<file path="config.mk">
export PLATFORM = sky130hd
export DESIGN_NAME = blim_top
export DESIGN_NICKNAME = d
export VERILOG_FILES = /design/src/common/blim_pkg.sv /design/src/common/blim_eng_if.sv /design/src/hw/blim_bit_engine.sv /design/src/hw/blim_top.sv
export VERILOG_INCLUDE_DIRS = /design/src /design/src/common
export SDC_FILE = /design/constraint.sdc
export NUM_CORES = 1
export LEC_CHECK = 0
export BUFFER_PORTS_ARGS = -buffer_cell sky130_fd_sc_hd__buf_4
export CORE_UTILIZATION = 45
export DETAILED_ROUTE_END_ITERATION = 8
export PLACE_DENSITY_LB_ADDON = 0.25
export SLEW_MARGIN = 20
export SYNTH_ARGS = -nofsm -noshare
export SYNTH_HDL_FRONTEND = slang
export SYNTH_SLANG_ARGS = --single-unit
</file>
<file path="constraint.sdc">
create_clock -name clk_in -period 2.9 [get_ports clk_in]
set_clock_uncertainty 0.05 [all_clocks]
set_input_delay 0.29 -clock clk_in [delete_from_list [all_inputs] [get_ports clk_in]]
set_output_delay 0.29 -clock clk_in [all_outputs]
set_load 0.01 [all_outputs]
</file>
<file path="src/common/blim_cfg.svh">
`ifndef BLIM_CFG_SVH
`define BLIM_CFG_SVH
`define BLIM_CLK_HZ 100000000
`define BLIM_SCL_HZ 100000
`define BLIM_QTR_CYC (`BLIM_CLK_HZ / (4 * `BLIM_SCL_HZ))
`define BLIM_CODE_HI 16'h3fff
`define BLIM_SCR_LO 16'he000
`define BLIM_SCR_HI 16'he1ff
`define BLIM_EE_DEV_WIDE 7'h51
`define BLIM_EE_DEV_NARROW 7'h50
`define BLIM_SIG_ID_ONLY 8'ha0
`define BLIM_SIG_LOAD 8'ha2
`define BLIM_ID_LAST 3'h6
`define BLIM_HDR_LAST 3'h3
`define BLIM_END_MARK_BIT 7
`define BLIM_CTL_START_BIT 7
`define BLIM_CTL_STOP_BIT 6
`define BLIM_CTL_LAST_BIT 5
`define BLIM_CTL_BUSY_BIT 2
`define BLIM_CTL_ACK_BIT 1
`define BLIM_CTL_DONE_BIT 0
`endif

</file>
<file path="src/common/blim_pkg.sv">
`include "blim_cfg.svh"
package blim_pkg;
   typedef enum logic [1:0] {CMD_START, CMD_STOP, CMD_WRITE, CMD_READ} blim_cmd_t;
   typedef enum logic [1:0] {E_IDLE = 2'h0, E_START = 2'h1, E_BIT = 2'h3, E_STOP = 2'h2} blim_eng_st_t;
   typedef enum logic [1:0] {END_RETRY, END_FAIL, END_OK} blim_end_t;
   typedef enum logic [3:0] {
      B_IDLE = 4'h0, B_START = 4'h1, B_DEVW = 4'h3, B_AH = 4'h2, B_AL = 4'h6, B_RSTART = 4'h7,
      B_DEVR = 4'h5, B_SIG = 4'h4, B_ID = 4'hc, B_HDR = 4'hd, B_DATA = 4'hf, B_DUMMY = 4'he,
      B_STOP = 4'ha, B_DONE = 4'hb, B_RUN = 4'h9
   } blim_boot_st_t;
   typedef struct packed {
      blim_eng_st_t st;
      logic [15:0] qcnt;
      logic [1:0] ph;
      logic [3:0] bitn;
      logic [8:0] tx;
      logic [8:0] rx;
      logic scl_oe;
      logic sda_oe;
      logic done;
   } blim_eng_state_t;
   typedef struct packed {
      blim_boot_st_t boot_st;
      logic por;
      logic wait_e;
      logic two_b;
      logic load;
      blim_end_t stop_next;
      logic [2:0] cnt;
      logic [55:0] idw;
      logic [15:0] len;
      logic [15:0] addr;
      logic hold;
      logic hprev;
      logic cpu_rst;
      logic cmd_valid;
      blim_cmd_t cmd;
      logic [7:0] tx;
      logic nack;
      logic ram_we;
      logic ram_re;
      logic [15:0] ram_addr;
      logic [7:0] ram_wdata;
      logic [1:0] h_ph;
      logic h_ack;
      logic h_err;
      logic [7:0] h_rdata;
      logic c_start;
      logic c_stop;
      logic c_last;
      logic c_wr;
      logic c_rd;
      logic c_done;
      logic c_ack;
      blim_cmd_t c_op;
      logic [7:0] c_tx;
      logic [7:0] c_rx;
      logic [7:0] ctl_view;
      logic pin_lvl;
      logic boot_done;
   } blim_top_state_t;
   function automatic logic blim_in_ram(input logic [15:0] a);
      return (a <= `BLIM_CODE_HI) || (a >= `BLIM_SCR_LO && a <= `BLIM_SCR_HI);
   endfunction
endpackage

</file>
<file path="src/common/blim_eng_if.sv">
`timescale 1ns/1ps
interface blim_eng_if;
   logic cmd_valid;
   blim_pkg::blim_cmd_t cmd;
   logic [7:0] tx_byte;
   logic nack;
   logic done;
   logic [7:0] rx_byte;
   logic ack;
   logic busy;
   modport ctrl(output cmd_valid, cmd, tx_byte, nack, input done, rx_byte, ack, busy);
   modport eng(input cmd_valid, cmd, tx_byte, nack, output done, rx_byte, ack, busy);
endinterface

</file>
<file path="src/hw/blim_bit_engine.sv">
`timescale 1ns/1ps
`include "blim_cfg.svh"
module blim_bit_engine #(
   parameter int QTR_CYC = `BLIM_QTR_CYC
) (
   input wire logic clk_in,
   input wire logic rst_b_in,
   blim_eng_if.eng eng,
   input wire logic scl_in,
   input wire logic sda_in,
   output logic scl_oe_out,
   output logic sda_oe_out
);
   import blim_pkg::*;
   if (QTR_CYC < 1 || QTR_CYC > 65535) begin : g_bad_qtr
      $error("QTR_CYC out of range");
   end
   blim_eng_state_t s, s_next;
   logic tick;
   logic stretch;
   ////////////////////////////////////////////////////////////////////////////////
   always_comb begin
      s_next = s;
      s_next.done = 1'b0;
      stretch = !s.scl_oe && !scl_in;
      tick = (s.qcnt == 16'(QTR_CYC - 1)) && !stretch;
      if (s.st != E_IDLE && !stretch) begin
         s_next.qcnt = tick ? 16'h0 : s.qcnt + 16'h1;
      end
      if (s.st != E_IDLE && tick) begin
         s_next.ph = s.ph + 2'h1;
      end
      unique case (s.st)
         E_IDLE: begin
            if (eng.cmd_valid) begin
               s_next.ph = 2'h0;
               s_next.qcnt = 16'h0;
               s_next.bitn = 4'h0;
               unique case (eng.cmd)
                  CMD_START: s_next.st = E_START;
                  CMD_STOP: s_next.st = E_STOP;
                  CMD_WRITE: begin
                     s_next.tx = {eng.tx_byte, 1'b1};
                     s_next.st = E_BIT;
                  end
                  CMD_READ: begin
                     s_next.tx = {8'hff, eng.nack};
                     s_next.st = E_BIT;
                  end
               endcase
            end
         end
         E_START: begin
            if (tick) begin
               unique case (s.ph)
                  2'h0: s_next.sda_oe = 1'b0;
                  2'h1: s_next.scl_oe = 1'b0;
                  2'h2: s_next.sda_oe = 1'b1;
                  2'h3: begin
                     s_next.scl_oe = 1'b1;
                     s_next.st = E_IDLE;
                     s_next.done = 1'b1;
                  end
               endcase
            end
         end
         E_BIT: begin
            if (tick) begin
               unique case (s.ph)
                  2'h0: s_next.sda_oe = !s.tx[8];
                  2'h1: s_next.scl_oe = 1'b0;
                  2'h2: s_next.rx = {s.rx[7:0], sda_in};
                  2'h3: begin
                     s_next.scl_oe = 1'b1;
                     s_next.tx = {s.tx[7:0], 1'b1};
                     s_next.bitn = s.bitn + 4'h1;
                     if (s.bitn == 4'h8) begin
                        s_next.st = E_IDLE;
                        s_next.done = 1'b1;
                     end
                  end
               endcase
            end
         end
         E_STOP: begin
            if (tick) begin
               unique case (s.ph)
                  2'h0: s_next.sda_oe = 1'b1;
                  2'h1: s_next.scl_oe = 1'b0;
                  2'h2: s_next.sda_oe = 1'b0;
                  2'h3: begin
                     s_next.st = E_IDLE;
                     s_next.done = 1'b1;
                  end
               endcase
            end
         end
      endcase
      if (!rst_b_in) begin
         s_next = '0;
      end
   end
   always_ff @(posedge clk_in) begin
      s <= s_next;
   end
   ////////////////////////////////////////////////////////////////////////////////
   assign scl_oe_out = s.scl_oe;
   assign sda_oe_out = s.sda_oe;
   assign eng.done = s.done;
   assign eng.rx_byte = s.rx[8:1];
   assign eng.ack = !s.rx[0];
   assign eng.busy = (s.st != E_IDLE);
endmodule // blim_bit_engine

</file>
<file path="src/hw/blim_top.sv">
// Operation
// - Boot loader and processor share one port
// - Port acts as bus master only
// - Boot reads identity bytes then program data
// - Boot load only after power-on reset
// - Processor held in reset during boot
// - Boot writes only code and scratch ranges
// - Host command reads or writes RAM
// - Host access only while processor held
// - Host access limited to both RAM ranges
// - Processor drives bus via control/data registers
`timescale 1ns/1ps
`include "blim_cfg.svh"
module blim_top #(
   parameter int QTR_CYC = `BLIM_QTR_CYC
) (
   input wire logic clk_in,
   input wire logic rst_b_in,
   input wire logic por_in,
   input wire logic scl_in,
   output logic scl_out,
   output logic scl_oe_out,
   input wire logic sda_in,
   output logic sda_out,
   output logic sda_oe_out,
   output logic cpu_reset_out,
   input wire logic host_cpu_hold_in,
   input wire logic host_req_in,
   input wire logic host_we_in,
   input wire logic [15:0] host_addr_in,
   input wire logic [7:0] host_wdata_in,
   output logic host_ack_out,
   output logic host_err_out,
   output logic [7:0] host_rdata_out,
   output logic ram_we_out,
   output logic ram_re_out,
   output logic [15:0] ram_addr_out,
   output logic [7:0] ram_wdata_out,
   input wire logic [7:0] ram_rdata_in,
   input wire logic cpu_ctl_wr_in,
   input wire logic cpu_dat_wr_in,
   input wire logic cpu_dat_rd_in,
   input wire logic [7:0] cpu_wdata_in,
   output logic [7:0] serial_bus_control_reg_out,
   output logic [7:0] serial_bus_byte_reg_out,
   output logic [47:0] usb_identity_words_out,
   output logic [7:0] boot_config_out,
   output logic boot_done_out
);
   import blim_pkg::*;
   blim_eng_if eng_bus();
   blim_top_state_t s, s_next;
   logic issue;
   blim_cmd_t icmd;
   logic [7:0] itx;
   logic inack;
   logic fin;
   logic [7:0] rx;
   logic boot_ok;
   ////////////////////////////////////////////////////////////////////////////////
   blim_bit_engine #(
      .QTR_CYC(QTR_CYC)
   ) u_engine (
      .clk_in(clk_in),
      .rst_b_in(rst_b_in),
      .eng(eng_bus),
      .scl_in(scl_in),
      .sda_in(sda_in),
      .scl_oe_out(scl_oe_out),
      .sda_oe_out(sda_oe_out)
   );
   assign eng_bus.cmd_valid = s.cmd_valid;
   assign eng_bus.cmd = s.cmd;
   assign eng_bus.tx_byte = s.tx;
   assign eng_bus.nack = s.nack;
   ////////////////////////////////////////////////////////////////////////////////
   always_comb begin
      s_next = s;
      issue = 1'b0;
      icmd = CMD_READ;
      itx = 8'h00;
      inack = 1'b0;
      fin = s.wait_e && eng_bus.done;
      rx = eng_bus.rx_byte;
      boot_ok = 1'b0;
      s_next.cmd_valid = 1'b0;
      s_next.ram_we = 1'b0;
      s_next.ram_re = 1'b0;
      s_next.h_ack = 1'b0;
      s_next.hprev = host_cpu_hold_in;
      if (s.hprev && !host_cpu_hold_in && s.boot_st == B_RUN) begin
         s_next.hold = 1'b0;
      end
      // Processor register accesses
      if (cpu_ctl_wr_in) begin
         s_next.c_start = s.c_start | cpu_wdata_in[`BLIM_CTL_START_BIT];
         s_next.c_stop = s.c_stop | cpu_wdata_in[`BLIM_CTL_STOP_BIT];
         s_next.c_last = cpu_wdata_in[`BLIM_CTL_LAST_BIT];
      end
      if (cpu_dat_wr_in) begin
         s_next.c_tx = cpu_wdata_in;
         s_next.c_wr = 1'b1;
         s_next.c_done = 1'b0;
      end
      if (cpu_dat_rd_in) begin
         s_next.c_done = 1'b0;
         s_next.c_rd = !s_next.c_stop;
      end
      // Boot sequencer, then run-time control
      unique case (s.boot_st)
         B_IDLE: begin
            s_next.two_b = 1'b1;
            if (s.por) begin
               s_next.boot_st = B_START;
            end else begin
               s_next.hold = 1'b0;
               s_next.boot_st = B_RUN;
            end
         end
         B_START, B_RSTART: begin
            issue = 1'b1;
            icmd = CMD_START;
            if (fin) begin
               s_next.boot_st = (s.boot_st == B_START) ? B_DEVW : B_DEVR;
            end
         end
         B_DEVW, B_DEVR: begin
            issue = 1'b1;
            icmd = CMD_WRITE;
            itx = {s.two_b ? `BLIM_EE_DEV_WIDE : `BLIM_EE_DEV_NARROW, s.boot_st == B_DEVR};
            if (fin) begin
               if (!eng_bus.ack) begin
                  s_next.stop_next = (s.two_b && s.boot_st == B_DEVW) ? END_RETRY : END_FAIL;
                  s_next.two_b = 1'b0;
                  s_next.boot_st = B_STOP;
               end else if (s.boot_st == B_DEVR) begin
                  s_next.boot_st = B_SIG;
               end else begin
                  s_next.boot_st = s.two_b ? B_AH : B_AL;
               end
            end
         end
         B_AH, B_AL: begin
            issue = 1'b1;
            icmd = CMD_WRITE;
            if (fin) begin
               s_next.boot_st = (s.boot_st == B_AH) ? B_AL : B_RSTART;
            end
         end
         B_SIG: begin
            issue = 1'b1;
            if (fin) begin
               s_next.cnt = 3'h0;
               s_next.load = (rx == `BLIM_SIG_LOAD);
               if (rx == `BLIM_SIG_LOAD || rx == `BLIM_SIG_ID_ONLY) begin
                  s_next.boot_st = B_ID;
               end else begin
                  s_next.stop_next = END_FAIL;
                  s_next.boot_st = B_DUMMY;
               end
            end
         end
         B_ID: begin
            issue = 1'b1;
            if (fin) begin
               s_next.idw = {s.idw[47:0], rx};
               s_next.cnt = s.cnt + 3'h1;
               if (s.cnt == `BLIM_ID_LAST) begin
                  s_next.cnt = 3'h0;
                  s_next.stop_next = END_OK;
                  s_next.boot_st = s.load ? B_HDR : B_DUMMY;
               end
            end
         end
         B_HDR: begin
            issue = 1'b1;
            if (fin) begin
               {s_next.len, s_next.addr} = {s.len[7:0], s.addr, rx};
               s_next.cnt = s.cnt + 3'h1;
               if (s.cnt == 3'h0 && rx[`BLIM_END_MARK_BIT]) begin
                  s_next.boot_st = B_DUMMY;
               end else if (s.cnt == `BLIM_HDR_LAST) begin
                  s_next.cnt = 3'h0;
                  s_next.boot_st = (s_next.len == 16'h0) ? B_HDR : B_DATA;
               end
            end
         end
         B_DATA: begin
            issue = 1'b1;
            if (fin) begin
               s_next.ram_we = blim_in_ram(s.addr);
               s_next.ram_addr = s.addr;
               s_next.ram_wdata = rx;
               s_next.addr = s.addr + 16'h1;
               s_next.len = s.len - 16'h1;
               if (s.len == 16'h1) begin
                  s_next.boot_st = B_HDR;
               end
            end
         end
         B_DUMMY: begin
            issue = 1'b1;
            inack = 1'b1;
            if (fin) begin
               s_next.boot_st = B_STOP;
            end
         end
         B_STOP: begin
            issue = 1'b1;
            icmd = CMD_STOP;
            if (fin) begin
               s_next.boot_st = (s.stop_next == END_RETRY) ? B_START : B_DONE;
            end
         end
         B_DONE: begin
            boot_ok = (s.stop_next == END_OK);
            if (boot_ok) begin
               s_next.hold = 1'b0;
            end
            s_next.boot_st = B_RUN;
         end
         B_RUN: begin
            if (s.c_start) begin
               issue = 1'b1;
               icmd = CMD_START;
            end else if (s.c_wr) begin
               issue = 1'b1;
               icmd = CMD_WRITE;
               itx = s.c_tx;
            end else if (s.c_rd) begin
               issue = 1'b1;
               inack = s.c_last;
            end else if (s.c_stop) begin
               issue = 1'b1;
               icmd = CMD_STOP;
            end
            if (fin && (s.c_op == CMD_WRITE || s.c_op == CMD_READ)) begin
               s_next.c_done = 1'b1;
               s_next.c_ack = eng_bus.ack;
               if (s.c_op == CMD_READ) begin
                  s_next.c_rx = rx;
               end
            end
         end
         default: begin
            s_next.stop_next = END_FAIL;
            s_next.boot_st = B_DONE;
         end
      endcase
      // One engine, one owner at a time
      if (fin) begin
         s_next.wait_e = 1'b0;
      end
      if (issue && !s.wait_e && !eng_bus.busy) begin
         s_next.cmd_valid = 1'b1;
         s_next.cmd = icmd;
         s_next.tx = itx;
         s_next.nack = inack;
         s_next.wait_e = 1'b1;
         s_next.c_op = icmd;
         if (s.boot_st == B_RUN) begin
            unique case (icmd)
               CMD_START: s_next.c_start = cpu_ctl_wr_in && cpu_wdata_in[`BLIM_CTL_START_BIT];
               CMD_WRITE: s_next.c_wr = cpu_dat_wr_in;
               CMD_READ: s_next.c_rd = cpu_dat_rd_in && !s_next.c_stop;
               CMD_STOP: s_next.c_stop = cpu_ctl_wr_in && cpu_wdata_in[`BLIM_CTL_STOP_BIT];
            endcase
         end
      end
      // Host RAM access
      unique case (s.h_ph)
         2'h0: begin
            if (host_req_in) begin
               if (s.cpu_rst && s.boot_st == B_RUN && blim_in_ram(host_addr_in)) begin
                  s_next.ram_we = host_we_in;
                  s_next.ram_re = !host_we_in;
                  s_next.ram_addr = host_addr_in;
                  s_next.ram_wdata = host_wdata_in;
                  s_next.h_ph = 2'h1;
               end else begin
                  s_next.h_ack = 1'b1;
                  s_next.h_err = 1'b1;
               end
            end
         end
         2'h1: s_next.h_ph = 2'h2;
         2'h2: begin
            s_next.h_rdata = ram_rdata_in;
            s_next.h_ack = 1'b1;
            s_next.h_err = 1'b0;
            s_next.h_ph = 2'h0;
         end
         default: s_next.h_ph = 2'h0;
      endcase
      s_next.cpu_rst = s_next.hold | host_cpu_hold_in;
      s_next.ctl_view = 8'h00;
      s_next.ctl_view[`BLIM_CTL_START_BIT] = s_next.c_start;
      s_next.ctl_view[`BLIM_CTL_STOP_BIT] = s_next.c_stop;
      s_next.ctl_view[`BLIM_CTL_LAST_BIT] = s_next.c_last;
      s_next.ctl_view[`BLIM_CTL_BUSY_BIT] = s_next.wait_e;
      s_next.ctl_view[`BLIM_CTL_ACK_BIT] = s_next.c_ack;
      s_next.ctl_view[`BLIM_CTL_DONE_BIT] = s_next.c_done;
      s_next.pin_lvl = 1'b0;
      s_next.boot_done = (s_next.boot_st == B_RUN);
      if (!rst_b_in) begin
         s_next = '0;
         s_next.boot_st = B_IDLE;
         s_next.hold = 1'b1;
         s_next.cpu_rst = 1'b1;
         s_next.por = por_in;
      end
   end
   always_ff @(posedge clk_in) begin
      s <= s_next;
   end
   ////////////////////////////////////////////////////////////////////////////////
   assign scl_out = s.pin_lvl;
   assign sda_out = s.pin_lvl;
   assign cpu_reset_out = s.cpu_rst;
   assign host_ack_out = s.h_ack;
   assign host_err_out = s.h_err;
   assign host_rdata_out = s.h_rdata;
   assign ram_we_out = s.ram_we;
   assign ram_re_out = s.ram_re;
   assign ram_addr_out = s.ram_addr;
   assign ram_wdata_out = s.ram_wdata;
   assign serial_bus_control_reg_out = s.ctl_view;
   assign serial_bus_byte_reg_out = s.c_rx;
   assign usb_identity_words_out = s.idw[55:8];
   assign boot_config_out = s.idw[7:0];
   assign boot_done_out = s.boot_done;
endmodule // blim_top

</file>
==> out/qor.csv <==
metric,value,unit
maxSlewHeadroom,0.533,
drtIter0Drc,618,
cts_tree,built,
die-area,25600,um2
synth_seq_cells,223,
dp_hpwl,18900,um
rsz0062_at_grt,no,
hold_viol_final,0,
cts_buffers,26,
synth.avg_cell_area,8.04,um2
antenna_found_initial,0,
critPathLaunch,s[186],
stdcell_count,1803,
drcViolationCount,0,
yosysTopAreaCellShare,0.396,
synthArstFlopShare,0,
grt_pass1_wl,46600,um
placed_cells,1711,
hold_depth,3,
grt-ovfl-total,0,
power_density,551,nW/um2
path_clk_slew,0.06,ns
num_rows,57,
htree_num_levels,1,
vias,9784,
fin_crit,2.36,ns
critPathCaptureType,register,
holdWs,0.0137,ns
max-vdd-ir-drop,0.482,mV
synthCells,1395,
p_leak,5.12,nW
gp_congestion,0.896,
final-setup-viol-count,0,
grt_pass1_vias,8988,
synth_seq_area_share,0.399,
diodes,0,
fin_setup_tns,0,ns
boundaryPins,165,
synthFlopType,dfxtp_1,
antenna_left,0,
wl_per_cell,15.8,um
ys_top_cells_by_area,"dfxtp_1 40%, buf_4 7.2%, nand2_1 7.1%, a21oi_1 6.1%, mux2i_1 5.2%",
cts_buffer_depth,3,
critical_path_required,3.25,ns
synth_edf_count,1,
tightest_slew,0.699,ns
arrival,2.71,ns
layout.nets,1532,
worst-path-max-fanout,25,
drtPass1Iterations,5,
fmax,0.423,GHz
synthDistinctLibCells,79,
rr_startpoint,s[186],
grt_start_max_net_pins,82,
r2r_cells,6,
outcome,completed,
crit_type,register to register,
core_area,24400,um2
drt-vias-per-instance,5.43,
drt_wl_total,28500,um
drive_gt1_frac,0.178,
finalCritPeriodShare,0.815,
cap_viol_max_count,0,
ys.warnings.count,0,
report.final.slew_viol_count,0,
synth_area_leader_cell,dfxtp_1,
start_util,0.460,
clockRootBuffer,clkbuf_16,
clock_latency,0.53,ns
die_x,160,um
track_usage,0.217,
min_path_type,input port to register,
hold_start,cpu_ctl_wr_in,
start_kind,register,
clkSinkCount,223,
syn2layout_area_growth,18.3,%
cts_setup_buffers,0,
die_height,160,um
port_buffers,160,
synth_area,11200,um2
## layout by cell type (no fill, tap or decap), types with 21 or more instances in the layout
cell type / instances
nor2_1: 113
nand2_1: 213
inv_1: 28
dlygate4sd3_1: 44
dfxtp_1: 222
o21ai_0: 74
a21oi_1: 136
buf_4: 186
ha_1: 22
mux2i_1: 58
nand4_1: 21
nand3_1: 26
nor3_1: 26
clkbuf_16: 27
## per-stage QoR
stage | utilization | setup WS (ns) | instance area (um2) | power, W
floorplan | - | 0.838 | 11200 | 0.00383
global placement | 0.490 | 0.617 | 12000 | 0.00406
detailed placement | 0.490 | 0.582 | 12000 | 0.00407
CTS | 0.544 | 0.552 | 13300 | 0.00740
global route | 0.544 | 0.307 | 13300 | 0.00766
finish | 0.544 | 0.537 | 13300 | 0.00732
## layer usage
metal / GRT usage / up-vias / part of all wire
li1: - / 4884 / -
met1: 0.295 / 4566 / 0.46
met2: 0.363 / 296 / 0.47
met3: 0.0283 / 38 / 0.050
met4: 0.0567 / 0 / 0.017
met5: 0 / - / 0
## area by class of cell
| class | instances | area (um2) |
|---|---|---|
| Sequential cell | 223 | 4470 |
| Fill cell | 2295 | 11100 |
| Clock inverter | 10 | 92.6 |
| Multi-Input combinational cell | 945 | 5510 |
| Clock buffer | 38 | 787 |
| Inverter | 30 | 115 |
| Timing Repair Buffer | 233 | 1900 |
| Tap cell | 324 | 405 |
## state kept, by name (all words and copies together), names as in the netlist
signal,count
ram_we_out,1
eng_bus.tx_byte,8
ram_re_out,1
serial_bus_control_reg_out,5
u_engine.eng.done,1
boot_config_out,8
host_rdata_out,8
ram_wdata_out,8
eng_bus.nack,1
ram_addr_out,16
usb_identity_words_out,48
boot_done_out,1
u_engine.s,34
host_err_out,1
serial_bus_byte_reg_out,8
eng_bus.cmd_valid,1
u_engine.scl_oe_out,1
u_engine.eng.rx_byte,8
host_ack_out,1
cpu_reset_out,1
u_engine.sda_oe_out,1
s,61
## logic make-up (layout without fill, tap and decap cells)
kind of cell	after synthesis	in the layout	synth area share
XOR/XNOR	15	15	0.0117
other	1	4	0.000334
adder cells (fa/ha/maj)	22	22	0.0245
AND/OR/NAND/NOR	500	500	0.209
AO/OA/AOI/OAI	345	345	0.189
multiplexers	59	59	0.0527
flip-flops	223	223	0.399
buffers and inverters	230	311	0.114
## worst paths after layout
kind	endpoint	slack [ns]
hold / removal	serial_bus_control_reg_out[5]	0.01
hold reg to reg	host_rdata_out[3]	0.40
setup reg to reg	ram_wdata_out[3]	0.54
setup / recovery	ram_wdata_out[3]	0.54
## synthesized netlist by cell type (6+ instances only)
cell and number:
ha_1 22, a21oi_1 136, nand2b_1 11, nor3_1 26
o21ai_0 74, nor2_1 115, buf_4 107, o21a_1 11
xnor2_1 11, a21o_1 7, nor2b_1 14, nand4_1 21
nand3_1 26, nor4_1 13, dfxtp_1 222, and3_1 8
nand2_1 213, a211oi_1 19, clkbuf_1 81, a31oi_1 19
and2_1 8, inv_1 29, o22ai_1 6, o31ai_1 7
buf_2 7, mux2i_1 58, a22oi_1 7
## power breakdown
part	internal [W]	leakage, nW	switching (W)
clock	0.00197	0.437	0.00129
sequential	0.00318	1.81	0.000104
combinational	0.000332	2.88	0.000448
## repair_timing
| action | CTS | global route |
|---|---|---|
| endpoints found under the hold margin | 48 | 0 |
| hold buffers | 44 | 0 |
| resized for setup | 0 | 0 |
## critical path: stages (launching register included)
cell	delay (ns)
dfxtp_1	0.52
and4bb_2	0.52
nand2_1	0.14
or2_2	0.32
o31ai_2	0.23
buf_4	0.29
o21ai_0	0.14
Note: power is estimated with default switching activity, not from simulation.
